## config.mk

```make
export PLATFORM = sky130hd
export DESIGN_NAME = iorsd_decoder
export DESIGN_NICKNAME = d
export VERILOG_FILES = /design/src/hdl/iorsd_pkg.sv /design/src/hdl/iorsd_decoder.sv
export VERILOG_INCLUDE_DIRS = /design/src /design/src/hdl
export SDC_FILE = /design/constraint.sdc
export NUM_CORES = 1
export LEC_CHECK = 0
export BUFFER_PORTS_ARGS = -buffer_cell sky130_fd_sc_hd__buf_2
export CORE_AREA = 4 4 241 243
export CTS_BUF_LIST = sky130_fd_sc_hd__clkbuf_4 sky130_fd_sc_hd__clkbuf_8
export CTS_CLUSTER_SIZE = 28
export DETAILED_ROUTE_END_ITERATION = 8
export DIE_AREA = 0 0 245 247
export GPL_ROUTABILITY_DRIVEN = 0
export PLACE_DENSITY_LB_ADDON = 0.1
export SLEW_MARGIN = 20
export SYNTH_ARGS = -nofsm -noshare
export SYNTH_HDL_FRONTEND = slang
export SYNTH_SLANG_ARGS = --single-unit
export TNS_END_PERCENT = 50
```

## constraint.sdc

```tcl
create_clock -name clk -period 5.12 [get_ports clk]
set_clock_uncertainty 0.2 [all_clocks]
set_input_delay 1.28 -clock clk [delete_from_list [all_inputs] [get_ports clk]]
set_output_delay 1.28 -clock clk [all_outputs]
set_load 0.01 [all_outputs]
```

## src/hdl/iorsd_consts.svh

```systemverilog
`ifndef IORSD_CONSTS_SVH
`define IORSD_CONSTS_SVH
// Functional notes
// - Short-form in and out instructions reach exactly I/O locations 0x00 to 0x3F.
// - A low I/O register seen through data space sits at its I/O address plus 0x20.
// - Single-bit set and clear act only on I/O locations 0x00 to 0x1F, others ignore them.
// - Skip-if-bit tests can read any single bit of locations 0x00 to 0x1F.
// - Some status flags clear when a one is written to them, a zero leaves them alone.
// - Single-bit set or clear changes only the addressed bit, never clears other flags.
// - Extended space 0x60 to 0xFF is reached by data loads and stores only.

// ==========================================
// Address views
`define IORSD_DATA_OFFSET 8'h20
`define IORSD_IO_TOP 8'h3F
`define IORSD_BIT_TOP 8'h1F
`define IORSD_EXT_BASE 8'h60

// ==========================================
// Register offsets, short I/O view
`define IORSD_PIN_GROUP_B_INPUT_LEVEL 6'h03
`define IORSD_PIN_GROUP_B_DIRECTION 6'h04
`define IORSD_PIN_GROUP_B_OUTPUT_LATCH 6'h05
`define IORSD_PIN_GROUP_C_INPUT_LEVEL 6'h06
`define IORSD_PIN_GROUP_C_DIRECTION 6'h07
`define IORSD_PIN_GROUP_C_OUTPUT_LATCH 6'h08
`define IORSD_PIN_GROUP_D_INPUT_LEVEL 6'h09
`define IORSD_PIN_GROUP_D_DIRECTION 6'h0A
`define IORSD_PIN_GROUP_D_OUTPUT_LATCH 6'h0B
`define IORSD_PIN_GROUP_E_INPUT_LEVEL 6'h0C
`define IORSD_PIN_GROUP_E_DIRECTION 6'h0D
`define IORSD_PIN_GROUP_E_OUTPUT_LATCH 6'h0E
`define IORSD_TIMER8_EVENT_FLAGS 6'h15
`define IORSD_TIMER16_EVENT_FLAGS 6'h16
`define IORSD_GENERAL_SCRATCH_ONE 6'h19
`define IORSD_GENERAL_SCRATCH_TWO 6'h1A
`define IORSD_PIN_CHANGE_EVENT_FLAGS 6'h1B
`define IORSD_EXTERNAL_LINE_EVENT_FLAGS 6'h1C
`define IORSD_EXTERNAL_LINE_EVENT_MASK 6'h1D
`define IORSD_GENERAL_SCRATCH_ZERO 6'h1E
`define IORSD_NONVOLATILE_STORE_CONTROL 6'h1F
`define IORSD_NONVOLATILE_STORE_DATA 6'h20
`define IORSD_NONVOLATILE_STORE_ADDR_LOW 6'h21
`define IORSD_NONVOLATILE_STORE_ADDR_HIGH 6'h22
`define IORSD_SHARED_TIMER_CONTROL 6'h23
`define IORSD_TIMER8_CONTROL_FIRST 6'h24
`define IORSD_TIMER8_CONTROL_SECOND 6'h25
`define IORSD_TIMER8_COUNT_VALUE 6'h26
`define IORSD_TIMER8_COMPARE_FIRST 6'h27
`define IORSD_TIMER8_COMPARE_SECOND 6'h28
`define IORSD_PHASE_LOCK_LOOP_CONTROL 6'h29
`define IORSD_SERIAL_PORT_CONTROL 6'h2C
`define IORSD_SERIAL_PORT_STATUS 6'h2D
`define IORSD_SERIAL_PORT_DATA 6'h2E
`define IORSD_COMPARATOR_STATUS 6'h30
`define IORSD_MONITOR_DATA 6'h31
`define IORSD_MONITOR_STOP_CONTROL 6'h32
`define IORSD_SLEEP_CONTROL 6'h33
`define IORSD_RESET_CAUSE_FLAGS 6'h34
`define IORSD_CORE_CONTROL 6'h35
`define IORSD_SELF_PROGRAM_CONTROL 6'h37

// ==========================================
// Implemented bit masks
`define IORSD_NO_BITS 8'h00
`define IORSD_ALL_BITS 8'hFF
`define IORSD_LOW_NIBBLE 8'h0F
`define IORSD_THREE_BITS 8'h07
`define IORSD_TIMER16_FLAG_BITS 8'h27
`define IORSD_STORE_ADDR_HIGH_BITS 8'h03
`define IORSD_SHARED_TIMER_BITS 8'h81
`define IORSD_TIMER8_FIRST_BITS 8'hF3
`define IORSD_TIMER8_SECOND_BITS 8'hCF
`define IORSD_PLL_WRITE_BITS 8'h06
`define IORSD_LOWEST_BIT 8'h01
`define IORSD_SERIAL_STATUS_READ_BITS 8'hC0
`define IORSD_COMPARATOR_FLAG_BITS 8'hF0
`define IORSD_CORE_CONTROL_BITS 8'h93
`define IORSD_SELF_PROGRAM_WRITE_BITS 8'hBF
`define IORSD_SELF_PROGRAM_READ_BITS 8'h40

`endif

```

## src/hdl/iorsd_pkg.sv

```systemverilog
package iorsd_pkg;
   typedef enum logic [2:0] {
      io_in_instr,
      io_out_instr,
      indirect_load_instr,
      indirect_store_instr,
      set_single_bit_instr,
      clear_single_bit_instr,
      skip_if_bit_one_instr,
      skip_if_bit_zero_instr
   } iorsd_op_t;
   typedef logic [7:0] iorsd_byte_t;
   typedef logic [63:0][7:0] iorsd_space_t;
endpackage

```

## src/hdl/iorsd_decoder.sv

```systemverilog
`timescale 1ns/10ps
`include "iorsd_consts.svh"

module iorsd_decoder
   import iorsd_pkg::*;
(
   // Clock, reset, enable
   input wire logic clk,
   input wire logic rst_n,
   input wire logic ce,
   // Core access request
   input wire logic acc_req,
   input wire iorsd_op_t acc_op,
   input wire logic [7:0] acc_addr,
   input wire logic [2:0] acc_bit,
   input wire iorsd_byte_t acc_wdata,
   // Core access answer
   output logic acc_ack,
   output logic acc_refused,
   output iorsd_byte_t acc_rdata,
   output logic acc_skip,
   // Extended space
   output logic ext_sel,
   output logic ext_we,
   output logic [7:0] ext_addr,
   output iorsd_byte_t ext_wdata,
   input wire iorsd_byte_t ext_rdata,
   // Pin levels, asynchronous
   input wire logic [7:0] pin_b_level,
   input wire logic [7:0] pin_c_level,
   input wire logic [7:0] pin_d_level,
   input wire logic [2:0] pin_e_level,
   // Peripheral status, same clock
   input wire logic pll_locked,
   input wire logic [1:0] spi_status,
   input wire logic [3:0] cmp_level,
   input wire logic rww_busy,
   // Flag events, one-cycle pulses
   input wire logic [2:0] timer8_flag_set,
   input wire logic [7:0] timer16_flag_set,
   input wire logic [3:0] pin_change_flag_set,
   input wire logic [3:0] ext_line_flag_set,
   input wire logic [3:0] cmp_flag_set,
   // Register contents
   output iorsd_space_t io_space_view
);

   // ==========================================
   // Bit masks per location: {writable, write-one-clear, read-only}
   function automatic logic [23:0] mask_of(input logic [5:0] idx);
      logic [23:0] m;
      m = {`IORSD_NO_BITS, `IORSD_NO_BITS, `IORSD_NO_BITS};
      case (idx)
         `IORSD_PIN_GROUP_B_INPUT_LEVEL,
         `IORSD_PIN_GROUP_C_INPUT_LEVEL,
         `IORSD_PIN_GROUP_D_INPUT_LEVEL: begin
            m = {`IORSD_NO_BITS, `IORSD_NO_BITS, `IORSD_ALL_BITS};
         end
         `IORSD_PIN_GROUP_E_INPUT_LEVEL: begin
            m = {`IORSD_NO_BITS, `IORSD_NO_BITS, `IORSD_THREE_BITS};
         end
         `IORSD_PIN_GROUP_B_DIRECTION, `IORSD_PIN_GROUP_B_OUTPUT_LATCH,
         `IORSD_PIN_GROUP_C_DIRECTION, `IORSD_PIN_GROUP_C_OUTPUT_LATCH,
         `IORSD_PIN_GROUP_D_DIRECTION, `IORSD_PIN_GROUP_D_OUTPUT_LATCH,
         `IORSD_GENERAL_SCRATCH_ZERO, `IORSD_GENERAL_SCRATCH_ONE,
         `IORSD_GENERAL_SCRATCH_TWO, `IORSD_NONVOLATILE_STORE_DATA,
         `IORSD_NONVOLATILE_STORE_ADDR_LOW, `IORSD_TIMER8_COUNT_VALUE,
         `IORSD_TIMER8_COMPARE_FIRST, `IORSD_TIMER8_COMPARE_SECOND,
         `IORSD_SERIAL_PORT_CONTROL, `IORSD_SERIAL_PORT_DATA,
         `IORSD_MONITOR_DATA, `IORSD_MONITOR_STOP_CONTROL: begin
            m = {`IORSD_ALL_BITS, `IORSD_NO_BITS, `IORSD_NO_BITS};
         end
         `IORSD_PIN_GROUP_E_DIRECTION, `IORSD_PIN_GROUP_E_OUTPUT_LATCH: begin
            m = {`IORSD_THREE_BITS, `IORSD_NO_BITS, `IORSD_NO_BITS};
         end
         `IORSD_TIMER8_EVENT_FLAGS: begin
            m = {`IORSD_NO_BITS, `IORSD_THREE_BITS, `IORSD_NO_BITS};
         end
         `IORSD_TIMER16_EVENT_FLAGS: begin
            m = {`IORSD_NO_BITS, `IORSD_TIMER16_FLAG_BITS, `IORSD_NO_BITS};
         end
         `IORSD_PIN_CHANGE_EVENT_FLAGS, `IORSD_EXTERNAL_LINE_EVENT_FLAGS: begin
            m = {`IORSD_NO_BITS, `IORSD_LOW_NIBBLE, `IORSD_NO_BITS};
         end
         `IORSD_EXTERNAL_LINE_EVENT_MASK, `IORSD_NONVOLATILE_STORE_CONTROL,
         `IORSD_SLEEP_CONTROL, `IORSD_RESET_CAUSE_FLAGS: begin
            m = {`IORSD_LOW_NIBBLE, `IORSD_NO_BITS, `IORSD_NO_BITS};
         end
         `IORSD_NONVOLATILE_STORE_ADDR_HIGH: begin
            m = {`IORSD_STORE_ADDR_HIGH_BITS, `IORSD_NO_BITS, `IORSD_NO_BITS};
         end
         `IORSD_SHARED_TIMER_CONTROL: begin
            m = {`IORSD_SHARED_TIMER_BITS, `IORSD_NO_BITS, `IORSD_NO_BITS};
         end
         `IORSD_TIMER8_CONTROL_FIRST: begin
            m = {`IORSD_TIMER8_FIRST_BITS, `IORSD_NO_BITS, `IORSD_NO_BITS};
         end
         `IORSD_TIMER8_CONTROL_SECOND: begin
            m = {`IORSD_TIMER8_SECOND_BITS, `IORSD_NO_BITS, `IORSD_NO_BITS};
         end
         `IORSD_PHASE_LOCK_LOOP_CONTROL: begin
            m = {`IORSD_PLL_WRITE_BITS, `IORSD_NO_BITS, `IORSD_LOWEST_BIT};
         end
         `IORSD_SERIAL_PORT_STATUS: begin
            m = {`IORSD_LOWEST_BIT, `IORSD_NO_BITS, `IORSD_SERIAL_STATUS_READ_BITS};
         end
         `IORSD_COMPARATOR_STATUS: begin
            m = {`IORSD_NO_BITS, `IORSD_COMPARATOR_FLAG_BITS, `IORSD_LOW_NIBBLE};
         end
         `IORSD_CORE_CONTROL: begin
            m = {`IORSD_CORE_CONTROL_BITS, `IORSD_NO_BITS, `IORSD_NO_BITS};
         end
         `IORSD_SELF_PROGRAM_CONTROL: begin
            m = {`IORSD_SELF_PROGRAM_WRITE_BITS, `IORSD_NO_BITS,
                 `IORSD_SELF_PROGRAM_READ_BITS};
         end
         default: begin
            m = {`IORSD_NO_BITS, `IORSD_NO_BITS, `IORSD_NO_BITS};
         end
      endcase
      return m;
   endfunction

   // ==========================================
   // Pin synchronisers
   logic [26:0] pin_sync1_reg;
   logic [26:0] pin_sync2_reg;

   always_ff @(posedge clk or negedge rst_n) begin
      if (!rst_n) begin
         pin_sync1_reg <= '0;
         pin_sync2_reg <= '0;
      end else if (ce) begin
         pin_sync1_reg <= {pin_b_level, pin_c_level, pin_d_level, pin_e_level};
         pin_sync2_reg <= pin_sync1_reg;
      end
   end

   // ==========================================
   // Read-only sources and flag events per location
   iorsd_byte_t ro_vec [0:63];
   iorsd_byte_t set_vec [0:63];

   always_comb begin
      for (int i = 0; i < 64; i++) begin
         ro_vec[i] = `IORSD_NO_BITS;
         set_vec[i] = `IORSD_NO_BITS;
      end
      ro_vec[`IORSD_PIN_GROUP_B_INPUT_LEVEL] = pin_sync2_reg[26:19];
      ro_vec[`IORSD_PIN_GROUP_C_INPUT_LEVEL] = pin_sync2_reg[18:11];
      ro_vec[`IORSD_PIN_GROUP_D_INPUT_LEVEL] = pin_sync2_reg[10:3];
      ro_vec[`IORSD_PIN_GROUP_E_INPUT_LEVEL] = {5'h00, pin_sync2_reg[2:0]};
      ro_vec[`IORSD_PHASE_LOCK_LOOP_CONTROL] = {7'h00, pll_locked};
      ro_vec[`IORSD_SERIAL_PORT_STATUS] = {spi_status, 6'h00};
      ro_vec[`IORSD_COMPARATOR_STATUS] = {4'h0, cmp_level};
      ro_vec[`IORSD_SELF_PROGRAM_CONTROL] = {1'b0, rww_busy, 6'h00};
      set_vec[`IORSD_TIMER8_EVENT_FLAGS] = {5'h00, timer8_flag_set};
      set_vec[`IORSD_TIMER16_EVENT_FLAGS] = timer16_flag_set;
      set_vec[`IORSD_PIN_CHANGE_EVENT_FLAGS] = {4'h0, pin_change_flag_set};
      set_vec[`IORSD_EXTERNAL_LINE_EVENT_FLAGS] = {4'h0, ext_line_flag_set};
      set_vec[`IORSD_COMPARATOR_STATUS] = {cmp_flag_set, 4'h0};
   end

   // ==========================================
   // Access decode
   iorsd_space_t store_reg;
   iorsd_space_t store_next;
   wire logic is_io = (acc_op == io_in_instr) || (acc_op == io_out_instr);
   wire logic is_data = (acc_op == indirect_load_instr) || (acc_op == indirect_store_instr);
   wire logic is_bit_wr = (acc_op == set_single_bit_instr) || (acc_op == clear_single_bit_instr);
   wire logic is_bit_test = (acc_op == skip_if_bit_one_instr) ||
                            (acc_op == skip_if_bit_zero_instr);
   wire logic is_read = (acc_op == io_in_instr) || (acc_op == indirect_load_instr);
   wire logic is_write = (acc_op == io_out_instr) || (acc_op == indirect_store_instr);
   wire logic io_ok = is_io && (acc_addr <= `IORSD_IO_TOP);
   wire logic bit_ok = (is_bit_wr || is_bit_test) && (acc_addr <= `IORSD_BIT_TOP);
   wire logic data_low = is_data && (acc_addr >= `IORSD_DATA_OFFSET) &&
                         (acc_addr < `IORSD_EXT_BASE);
   wire logic data_ext = is_data && (acc_addr >= `IORSD_EXT_BASE);
   wire logic [7:0] data_minus = acc_addr - `IORSD_DATA_OFFSET;
   wire logic [5:0] acc_idx = is_data ? data_minus[5:0] : acc_addr[5:0];
   wire logic local_hit = io_ok || bit_ok || data_low;
   wire logic taken = acc_req && ce;
   wire logic [23:0] cur_mask = mask_of(acc_idx);
   wire iorsd_byte_t cur_w1c = cur_mask[15:8];
   wire iorsd_byte_t cur_ro = cur_mask[7:0];
   // Unimplemented bits never hold a one, so reserved reads give zero
   wire iorsd_byte_t cur_rd = store_reg[acc_idx] | (ro_vec[acc_idx] & cur_ro);
   wire iorsd_byte_t bit_sel = `IORSD_LOWEST_BIT << acc_bit;
   // Flags are masked out so a bit instruction writes one to no flag but the addressed one, on a set
   wire iorsd_byte_t bit_base = cur_rd & ~cur_w1c;
   wire iorsd_byte_t bit_data = (acc_op == set_single_bit_instr) ?
                                (bit_base | bit_sel) : (bit_base & ~bit_sel);
   wire logic wr_en = taken && ((is_write && (io_ok || data_low)) || (is_bit_wr && bit_ok));
   wire iorsd_byte_t wr_data = is_bit_wr ? bit_data : acc_wdata;
   wire logic bit_now = |(cur_rd & bit_sel);
   wire logic skip_next = (acc_op == skip_if_bit_one_instr) ? bit_now : !bit_now;
   wire iorsd_byte_t rd_next = data_ext ? ext_rdata : (local_hit ? cur_rd : `IORSD_NO_BITS);

   assign ext_sel = taken && data_ext;
   assign ext_we = ext_sel && (acc_op == indirect_store_instr);
   assign ext_addr = acc_addr;
   assign ext_wdata = acc_wdata;
   assign io_space_view = store_reg;

   // ==========================================
   // Register update, event set beats a same-cycle clear
   always_comb begin
      logic [23:0] m;
      logic hit;
      iorsd_byte_t clr;
      iorsd_byte_t keep_rw;
      m = '0;
      hit = 1'b0;
      clr = '0;
      keep_rw = '0;
      for (int i = 0; i < 64; i++) begin
         m = mask_of(6'(i));
         hit = wr_en && (acc_idx == 6'(i));
         keep_rw = hit ? (wr_data & m[23:16]) : (store_reg[i] & m[23:16]);
         clr = hit ? (wr_data & m[15:8]) : `IORSD_NO_BITS;
         store_next[i] = keep_rw | (((store_reg[i] & ~clr) | set_vec[i]) & m[15:8]);
      end
   end

   always_ff @(posedge clk or negedge rst_n) begin
      if (!rst_n) begin
         store_reg <= '0;
      end else if (ce) begin
         store_reg <= store_next;
      end
   end

   // ==========================================
   // Answer, one cycle after the request
   always_ff @(posedge clk or negedge rst_n) begin
      if (!rst_n) begin
         acc_ack <= 1'b0;
         acc_refused <= 1'b0;
         acc_rdata <= '0;
         acc_skip <= 1'b0;
      end else if (ce) begin
         acc_ack <= acc_req;
         acc_refused <= acc_req && !(local_hit || data_ext);
         acc_rdata <= (acc_req && is_read) ? rd_next : `IORSD_NO_BITS;
         acc_skip <= acc_req && is_bit_test && bit_ok && skip_next;
      end
   end

   wire iorsd_byte_t t8_flags = store_reg[`IORSD_TIMER8_EVENT_FLAGS];
   wire iorsd_byte_t line_flags = store_reg[`IORSD_EXTERNAL_LINE_EVENT_FLAGS];
   wire logic [7:0] line_addr = {2'b00, `IORSD_EXTERNAL_LINE_EVENT_FLAGS};
endmodule

```

==> flow_summary.ini, run 1 <==
[place]
pre_cts_ws_ns = 0.491
placed_area_sq_mm = 0.0180
io_buffers = 331
post-dp-hpwl_microns = 52300

[timing]
slew_violations = 0
setup-violations-final = 0
hold_viol = 0
worst_slack_ns = 0.998
holdWs_ns = 0.300
rsz0062_at_grt = no
relSlewSlack_pct = 27.1
fin_crit_sh_pct = 80.5
fin_crit_ns = 4.12
timing.fmax_mhz = 243
worstMarginPinSlew_ns = 1.07
tns_ns = 0

[critical_path]
cp_slowest_cell = nor3_1
cp_cell_sequence = buf_2, nand2b_1, nor3_1, and3_1, buf_2
crit_top_cell = buf_2
endpoint_kind = output port
worstSetupPathType = input pin to output port
worstSetupStartpointType = input pin
cp.arrival_ns = 2.64
worst-path-max-fanout = 9
required_ns = 3.64
critPathMaxStageDelay_ns = 0.50

[layout]
syn_to_final_growth_pct = 16.8
layout-drive-gt1-share_pct = 33.9
final_core_util_pct = 34.4
fin_area_sq_mm = 0.0193
nets = 2106
num-fill-cells = 5825
seq_area_sq_mm = 0.00701
multi_input_comb_area_sq_mm = 0.00754
largest_reg_flops = 208

[global_routing]
grt_pass1_wl_microns = 95900
antenna_found_initial = 7
grt_max_degree = 97
gr-total-overflow = 0
grt_usage_pct = 21.7
grt_pass1_vias = 12900

[yosys]
synthTopCellsByArea = dfrtp_1, buf_4, mux2_2, o21ai_0, nand2_1
yosysSeqAreaShare_pct = 42.5
synth_warnings = 0
synth_edf_count = 0
yosys-top-cells-count = buf_4, dfrtp_1, nand2_1, o21ai_0, mux2_2
syn-cell-area_sq_mm = 0.0165
yosys.area.top_type = dfrtp_1
synth_top_area_share_pct = 42.5
async_reset_ff_share_pct = 100
yosys_most_used_dff = dfrtp_1
yosysMostFrequentCell = buf_4
syn-instance-count = 1661
synth_cell_types = 81
ys_ff_latch = 280
avgSynthCellArea_sq_um = 9.93

[detailed_routing]
post_drt_wl_per_cell_microns = 24.3
first_iter_violations = 782
drc_errors = 0
vias_per_cell = 4.65
ant_nets = 0
vias = 13100
routed_wirelength_microns = 68400
dr.pass1.iters = 5

[die]
row_count = 87
die_x_microns = 245
start_util_pct = 29.5
ioPinCount = 633
die_h_microns = 247
die_area_sq_mm = 0.0605
coreArea_sq_mm = 0.0560

[clock_tree]
cts-buffers-inserted = 55
clk_path_buf_depth = 3
post_cts_buffers = 0
cts_max_level = 2
worstSkewPairLatency_ns = 0.69
clkTransAtPathRegs_ns = 0.05
cts_resized = 0
hold_buffers = 0
root_buffer = clkbuf_8
cts.sink_count = 280
cts_tree = yes

[power_and_ir_drop]
ir_worst_vdd_uv = 148
power.net_switching_w = 0.00169
combPwrFrac_pct = 14.1
seq_power_share_pct = 41.4
p_clk_share_pct = 44.5
internal_power_w = 0.00400
swShare_pct = 29.6
power_density_mw_per_mm2 = 295
p_leak_nw = 9.62

[flow_run]
drv_cap = 0

[min_path]
hold_class = flop to flop

[run_status]
status = finished, final reports clean
## logic make-up after synthesis
group	Yosys count	share of synthesized area [%]
multiplexers	196	13.7
XOR/XNOR	3	0.288
buffers and inverters	451	18.6
adder cells (fa/ha/maj)	4	0.303
other	1	0.0227
flip-flops	280	42.5
AND/OR/NAND/NOR	371	10.6
AO/OA/AOI/OAI	355	14.0
## power by group through the flow
stage	clock [W]	sequential (W)	combinational (W)
6_report	0.00253	0.00235	0.000804
5_1_grt	0.00271	0.00236	0.000879
4_1_cts	0.00261	0.00235	0.000807
3_5_place_dp	0	0.00239	0.000804
3_3_place_gp	0	0.00239	0.000802
2_1_floorplan	0	0.00239	0.000620
## final timing paths
path                                     from                  to  slack (ns)  cells past startpoint
max in group asynchronous               rst_n  io_space_view[206]        3.19                      2
max                                 acc_op[2]              ext_we         1.0                      5
max reg2reg                io_space_view[304]       line_flags[0]        2.00                      9
min reg2reg                 io_space_view[42]   io_space_view[42]        0.30                      2
min                         io_space_view[42]   io_space_view[42]        0.30                      2
min in group asynchronous               rst_n  io_space_view[389]        0.49                      1
## cell type report
type / count / share of cell area, %
Antenna cell: 2 / 0.0260
Inverter: 27 / 0.526
Timing Repair Buffer: 420 / 12.5
Clock buffer: 86 / 5.82
Multi-Input combinational cell: 1226 / 39.1
Tap cell: 756 / 4.91
Sequential cell: 280 / 36.4
Clock inverter: 17 / 0.701
## layer usage
layer	GRT usage (%)	vias to the layer above	share of wire [%]
li1	-	5928	-
met1	27.3	6516	40
met2	36.9	551	49
met3	5.68	96	7.8
met4	6.14	6	2.5
met5	0	-	0.059
## layout by cell type, fill, tap and decap left out, drive strengths merged, types with 15 or more instances in the layout
cell type / count
a21oi: 43
clkbuf: 86
clkinv: 15
mux2: 144
dfrtp: 280
o21ai: 165
nand2: 188
nand3: 17
nor2: 48
inv: 27
mux2i: 44
a221o: 15
buf: 420
conb: 297
## critical path, delay by kind of cell
| kind | cells | cell delay (ns) |
|---|---|---|
| buffers and inverters | 2 | 0.26 |
| AND/OR/NAND/NOR | 3 | 1.09 |
## through the flow
stage | power (W) | instances
2_1_floorplan | 0.00301 | 1957
3_3_place_gp | 0.00319 | 2709
3_5_place_dp | 0.00320 | 2709
4_1_cts | 0.00577 | 2812
5_1_grt | 0.00595 | 2813
6_report | 0.00569 | 2814
(Power assumes the default switching activity.)
==> run 2: changes to the inputs <==
--- a/config.mk
+++ b/config.mk
@@ -6,12 +6,13 @@
 export SDC_FILE = /design/constraint.sdc
 export NUM_CORES = 1
 export LEC_CHECK = 0
+export ABC_AREA = 1
 export BUFFER_PORTS_ARGS = -buffer_cell sky130_fd_sc_hd__buf_2
-export CORE_AREA = 4 4 241 243
+export CORE_AREA = 4 4 243 245
 export CTS_BUF_LIST = sky130_fd_sc_hd__clkbuf_4 sky130_fd_sc_hd__clkbuf_8
 export CTS_CLUSTER_SIZE = 28
 export DETAILED_ROUTE_END_ITERATION = 8
-export DIE_AREA = 0 0 245 247
+export DIE_AREA = 0 0 247 249
 export GPL_ROUTABILITY_DRIVEN = 0
 export PLACE_DENSITY_LB_ADDON = 0.1
 export SLEW_MARGIN = 20
==> constraint.sdc (replaced) <==
create_clock -name clk -period 4 [get_ports clk]
set_clock_uncertainty 0.2 [all_clocks]
set_input_delay 1 -clock clk [delete_from_list [all_inputs] [get_ports clk]]
set_output_delay 1 -clock clk [all_outputs]
set_load 0.01 [all_outputs]
==> run 2 against run 1 <==
  * Total power up 23%
  * Cell area up 1.4%
  * Synthesized cell count up 31%
  * Combinational power up 32%
  * Cell count up 19%
  * Clock power up 17%
  * Count of clock-buffer cells in the layout down 2
  * Largest cell class unchanged
==> flow_summary.ini, run 2 <==
[clock_tree]
clk_path_buf_depth = 3
post_cts_buffers = 0
worstSkewPairLatency_ns = 0.64
hold_buffers = 0
clkTransAtPathRegs_ns = 0.06
cts.sink_count = 280
cts_tree = yes
root_buffer = clkbuf_8
cts_resized = 0
cts-buffers-inserted = 54
cts_max_level = 2

[yosys]
yosysSeqAreaShare_pct = 41.7
synthTopCellsByArea = dfrtp_1, nand2_1, buf_4, o21ai_0, nand3_1
syn-instance-count = 2178
avgSynthCellArea_sq_um = 7.71
yosys-top-cells-count = nand2_1, buf_4, dfrtp_1, o21ai_0, nand3_1
ys_ff_latch = 280
async_reset_ff_share_pct = 100
synth_warnings = 0
synth_cell_types = 45
synth_edf_count = 0
synth_top_area_share_pct = 41.7
yosysMostFrequentCell = nand2_1
syn-cell-area_sq_mm = 0.0168
yosys_most_used_dff = dfrtp_1
yosys.area.top_type = dfrtp_1

[detailed_routing]
vias = 15000
drc_errors = 0
dr.pass1.iters = 5
routed_wirelength_microns = 68900
first_iter_violations = 1020
vias_per_cell = 4.48
ant_nets = 0
post_drt_wl_per_cell_microns = 20.7

[die]
ioPinCount = 633
die_h_microns = 249
row_count = 88
coreArea_sq_mm = 0.0571
die_x_microns = 247
die_area_sq_mm = 0.0615
start_util_pct = 29.4

[timing]
slew_violations = 0
relSlewSlack_pct = 38.3
worst_slack_ns = 0.587
tns_ns = 0
fin_crit_sh_pct = 85.3
timing.fmax_mhz = 293
rsz0062_at_grt = no
hold_viol = 0
setup-violations-final = 0
fin_crit_ns = 3.41
worstMarginPinSlew_ns = 0.925

[place]
placed_cells = 3243
io_buffers = 331
post-dp-hpwl_microns = 52800
pre_cts_ws_ns = -0.0111

[critical_path]
endpoint_kind = flop
worst-path-max-fanout = 10
required_ns = 4.36
rr_startpoint = io_space_view[288]
worstSetupStartpointType = input pin
regToRegEndpoint = io_space_view[304]
worstSetupPathType = input pin to flop
r2r_slack_ns = 1.47
cp.arrival_ns = 3.77
reg2reg_depth = 15

[global_routing]
grt_usage_pct = 21.5
antenna_found_initial = 3
grt_max_degree = 92
gr-total-overflow = 0
grt_pass1_vias = 14500
grt_pass1_wl_microns = 98900

[min_path]
hold_class = input pin to async pin

[layout]
syn_to_final_growth_pct = 16.5
final_core_util_pct = 34.2
largest_reg_flops = 208
layout-drive-gt1-share_pct = 24.7
mostFrequentLayoutCells = nand2_1, buf_2, conb_1, dfrtp_1, o21ai_0
final_common_cell = nand2_1
stdcell_count = 3335
nets = 2630

[run_status]
status = finished, final reports clean

[power_and_ir_drop]
power_density_mw_per_mm2 = 358
p_leak_nw = 10.4
ir_worst_vdd_uv = 176

[flow_run]
drv_cap = 0
-- run 2: stage by stage --
stage          total power (W)  hold WS, ns  instance area (sq um)
2_1_floorplan          0.00381        0.242                  17900
3_3_place_gp           0.00407        0.262                  18400
3_5_place_dp           0.00408        0.260                  18400
4_1_cts                0.00710        0.187                  19500
5_1_grt                0.00733        0.211                  19500
6_report               0.00699        0.191                  19500
-- run 2: worst max path at each step --
| stage | startpoint | to | slack [ns] | cells past startpoint |
|---|---|---|---|---|
| 3_3_place_gp | acc_addr[1] | io_space_view[393] | -0.02 | 13 |
| 3_5_place_dp | acc_addr[1] | io_space_view[393] | -0.01 | 13 |
| 4_1_cts | acc_op[2] | ext_we | 0.67 | 8 |
| 5_1_grt | acc_addr[1] | io_space_view[321] | 0.49 | 17 |
| 2_1_floorplan | acc_addr[1] | io_space_view[178] | 0.78 | 18 |
| 6_report | acc_addr[1] | io_space_view[393] | 0.59 | 13 |
-- run 2: kinds of logic after synthesis --
| family | share of synthesized area [%] |
|---|---|
| other cells | 0.0223 |
| compound gates | 11.5 |
| simple gates | 26.3 |
| buf+inv | 20.1 |
| flops | 41.7 |
| fa+ha+maj | 0.298 |
-- run 2: power by group --
part	internal, W	switching, W
clock network	0.00168	0.00128
logic	0.000288	0.000773
registers	0.00292	0.0000538
total	0.00488	0.00211
-- run 2: area by class of cell --
class                           instances  area, sq um
Antenna cell                            3         7.51
Clock buffer                           84         1030
Clock inverter                          5         61.3
Fill cell                            6207        37600
Inverter                               93          360
Multi-Input combinational cell       1683         7540
Sequential cell                       280         7010
Tap cell                              765          957
Timing Repair Buffer                  422         2590
-- run 2: per-layer routing --
layer	track usage [%]	vias up	wire length, microns
li1	-	7090	-
met1	28.2	7206	28800
met2	36.0	562	33500
met3	4.55	92	4850
met4	5.95	2	1800
met5	0	-	7
-- run 2: worst max-delay path, cell delays in order --
cell and delay (ns):
buf_2 0.30, inv_2 0.21, buf_4 0.23, ha_1 0.22, inv_1 0.12, nor2_1 0.08, o21a_1 0.23, a31oi_1 0.38
nand2_1 0.13, o21ai_2 0.14, nand2_2 0.30, buf_4 0.31, o21ai_2 0.11
==> run 3: changes to the inputs <==
--- a/config.mk
+++ b/config.mk
@@ -15,6 +15,7 @@
 export DIE_AREA = 0 0 247 249
 export GPL_ROUTABILITY_DRIVEN = 0
 export PLACE_DENSITY_LB_ADDON = 0.1
+export REMOVE_ABC_BUFFERS = 1
 export SLEW_MARGIN = 20
 export SYNTH_ARGS = -nofsm -noshare
 export SYNTH_HDL_FRONTEND = slang
==> run 3 against run 2 <==
  * Global-route usage down 0.32 points
  * Sequential share of layout area hardly changed
  * Fmax down 0.16%
==> flow_summary.ini, run 3 (synthesis results as in run 2) <==
[layout]
seq_area_sq_mm = 0.00701
syn_to_final_growth_pct = 16.5
largest_reg_flops = 208
nets = 2623
num-fill-cells = 6154
multi_input_comb_area_sq_mm = 0.00752
final_common_cell = nand2_1
stdcell_count = 3332
layout-drive-gt1-share_pct = 24.6
mostFrequentLayoutCells = nand2_1, buf_2, conb_1, dfrtp_1, o21ai_0

[timing]
setup-violations-final = 0
tns_ns = 0
fin_crit_ns = 3.42
timing.fmax_mhz = 293
slew_violations = 0
fin_crit_sh_pct = 85.5
relSlewSlack_pct = 39.5
worstMarginPinSlew_ns = 0.900
hold_viol = 0
rsz0062_at_grt = no

[detailed_routing]
routed_wirelength_microns = 67700
vias_per_cell = 4.45
drc_errors = 0
ant_nets = 0
dr.pass1.iters = 5
first_iter_violations = 908
vias = 14800
post_drt_wl_per_cell_microns = 20.3

[die]
row_count = 88
start_util_pct = 29.4
die_area_sq_mm = 0.0615
die_h_microns = 249
die_x_microns = 247
coreArea_sq_mm = 0.0571
ioPinCount = 633

[critical_path]
worstSetupPathType = input pin to output port
endpoint_kind = output port
required_ns = 2.80
worstSetupStartpointType = input pin
worst-path-max-fanout = 10
cp.arrival_ns = 2.22

[power_and_ir_drop]
power_density_mw_per_mm2 = 359
ir_worst_vdd_uv = 174
total_power_w = 0.00702
p_leak_nw = 10.4

[clock_tree]
cts_max_level = 2
clk_path_buf_depth = 3
post_cts_buffers = 0
cts.sink_count = 280
root_buffer = clkbuf_8
hold_buffers = 0
clkTransAtPathRegs_ns = 0.06
worstSkewPairLatency_ns = 0.65
cts-buffers-inserted = 55
cts_tree = yes
cts_resized = 0

[min_path]
hold_class = input pin to async pin

[global_routing]
grt_pass1_wl_microns = 97700
gr-total-overflow = 0
grt_max_degree = 87
antenna_found_initial = 2
grt_pass1_vias = 14300
grt_usage_pct = 21.2

[place]
io_buffers = 331
post-dp-hpwl_microns = 52300
placed_cells = 3235

[flow_run]
drv_cap = 0

[run_status]
status = finished, final reports clean
## run 3: path summary, 6_finish.rpt
kind / start / end / slack (ns) / cells past startpoint
max in group asynchronous: rst_n / io_space_view[394] / 2.57 / 2
min in group clk: pin_sync1_reg[18] / pin_sync1_reg[18] / 0.27 / 2
worst min-delay path: rst_n / pin_sync2_reg[22] / 0.21 / 1
worst min register to register: pin_sync1_reg[18] / pin_sync1_reg[18] / 0.27 / 2
worst max register to register: io_space_view[312] / io_space_view[400] / 1.39 / 15
worst max-delay path: acc_op[2] / ext_we / 0.58 / 8
## run 3: worst max-delay path: stages
cell	delay (ns)
buf_2	0.14
inv_2	0.13
nand2_2	0.10
nor2_1	0.11
buf_4	0.17
inv_1	0.06
nor4_1	0.29
buf_2	0.22
## run 3: where the power goes
part | internal [W] | switching (W)
combinational | 0.000282 | 0.000757
clock | 0.00172 | 0.00129
sequential | 0.00292 | 0.0000514
## run 3: through the flow
stage | hold WS [ns] | util (%) | worst slack (ns) | instance area, sq um
floorplan | 0.242 | - | 0.407 | 14900
global placement | 0.259 | 32.2 | 0.0927 | 18400
detailed placement | 0.259 | 32.2 | 0.0687 | 18400
CTS | 0.185 | 34.2 | 0.589 | 19500
global route | 0.224 | 34.2 | 0.483 | 19500
finish | 0.206 | 34.2 | 0.582 | 19500
## run 3: layout make-up
type | instances | area share, %
timing repair buffer | 414 | 13.1
clock buffer | 90 | 5.63
multi-input combinational | 1683 | 38.5
antenna | 1 | 0.0128
inverter | 93 | 1.84
tap | 765 | 4.90
clock inverter | 6 | 0.211
sequential | 280 | 35.8
## run 3: per-layer routing
layer / share of wire, % / track usage [%] / up-vias / wire length, microns
li1: - / - / 7088 / -
met1: 42 / 27.5 / 7103 / 28200
met2: 49 / 36.0 / 544 / 33300
met3: 7.2 / 4.96 / 82 / 4840
met4: 2.1 / 4.77 / 0 / 1440
met5: 0 / 0 / - / 0
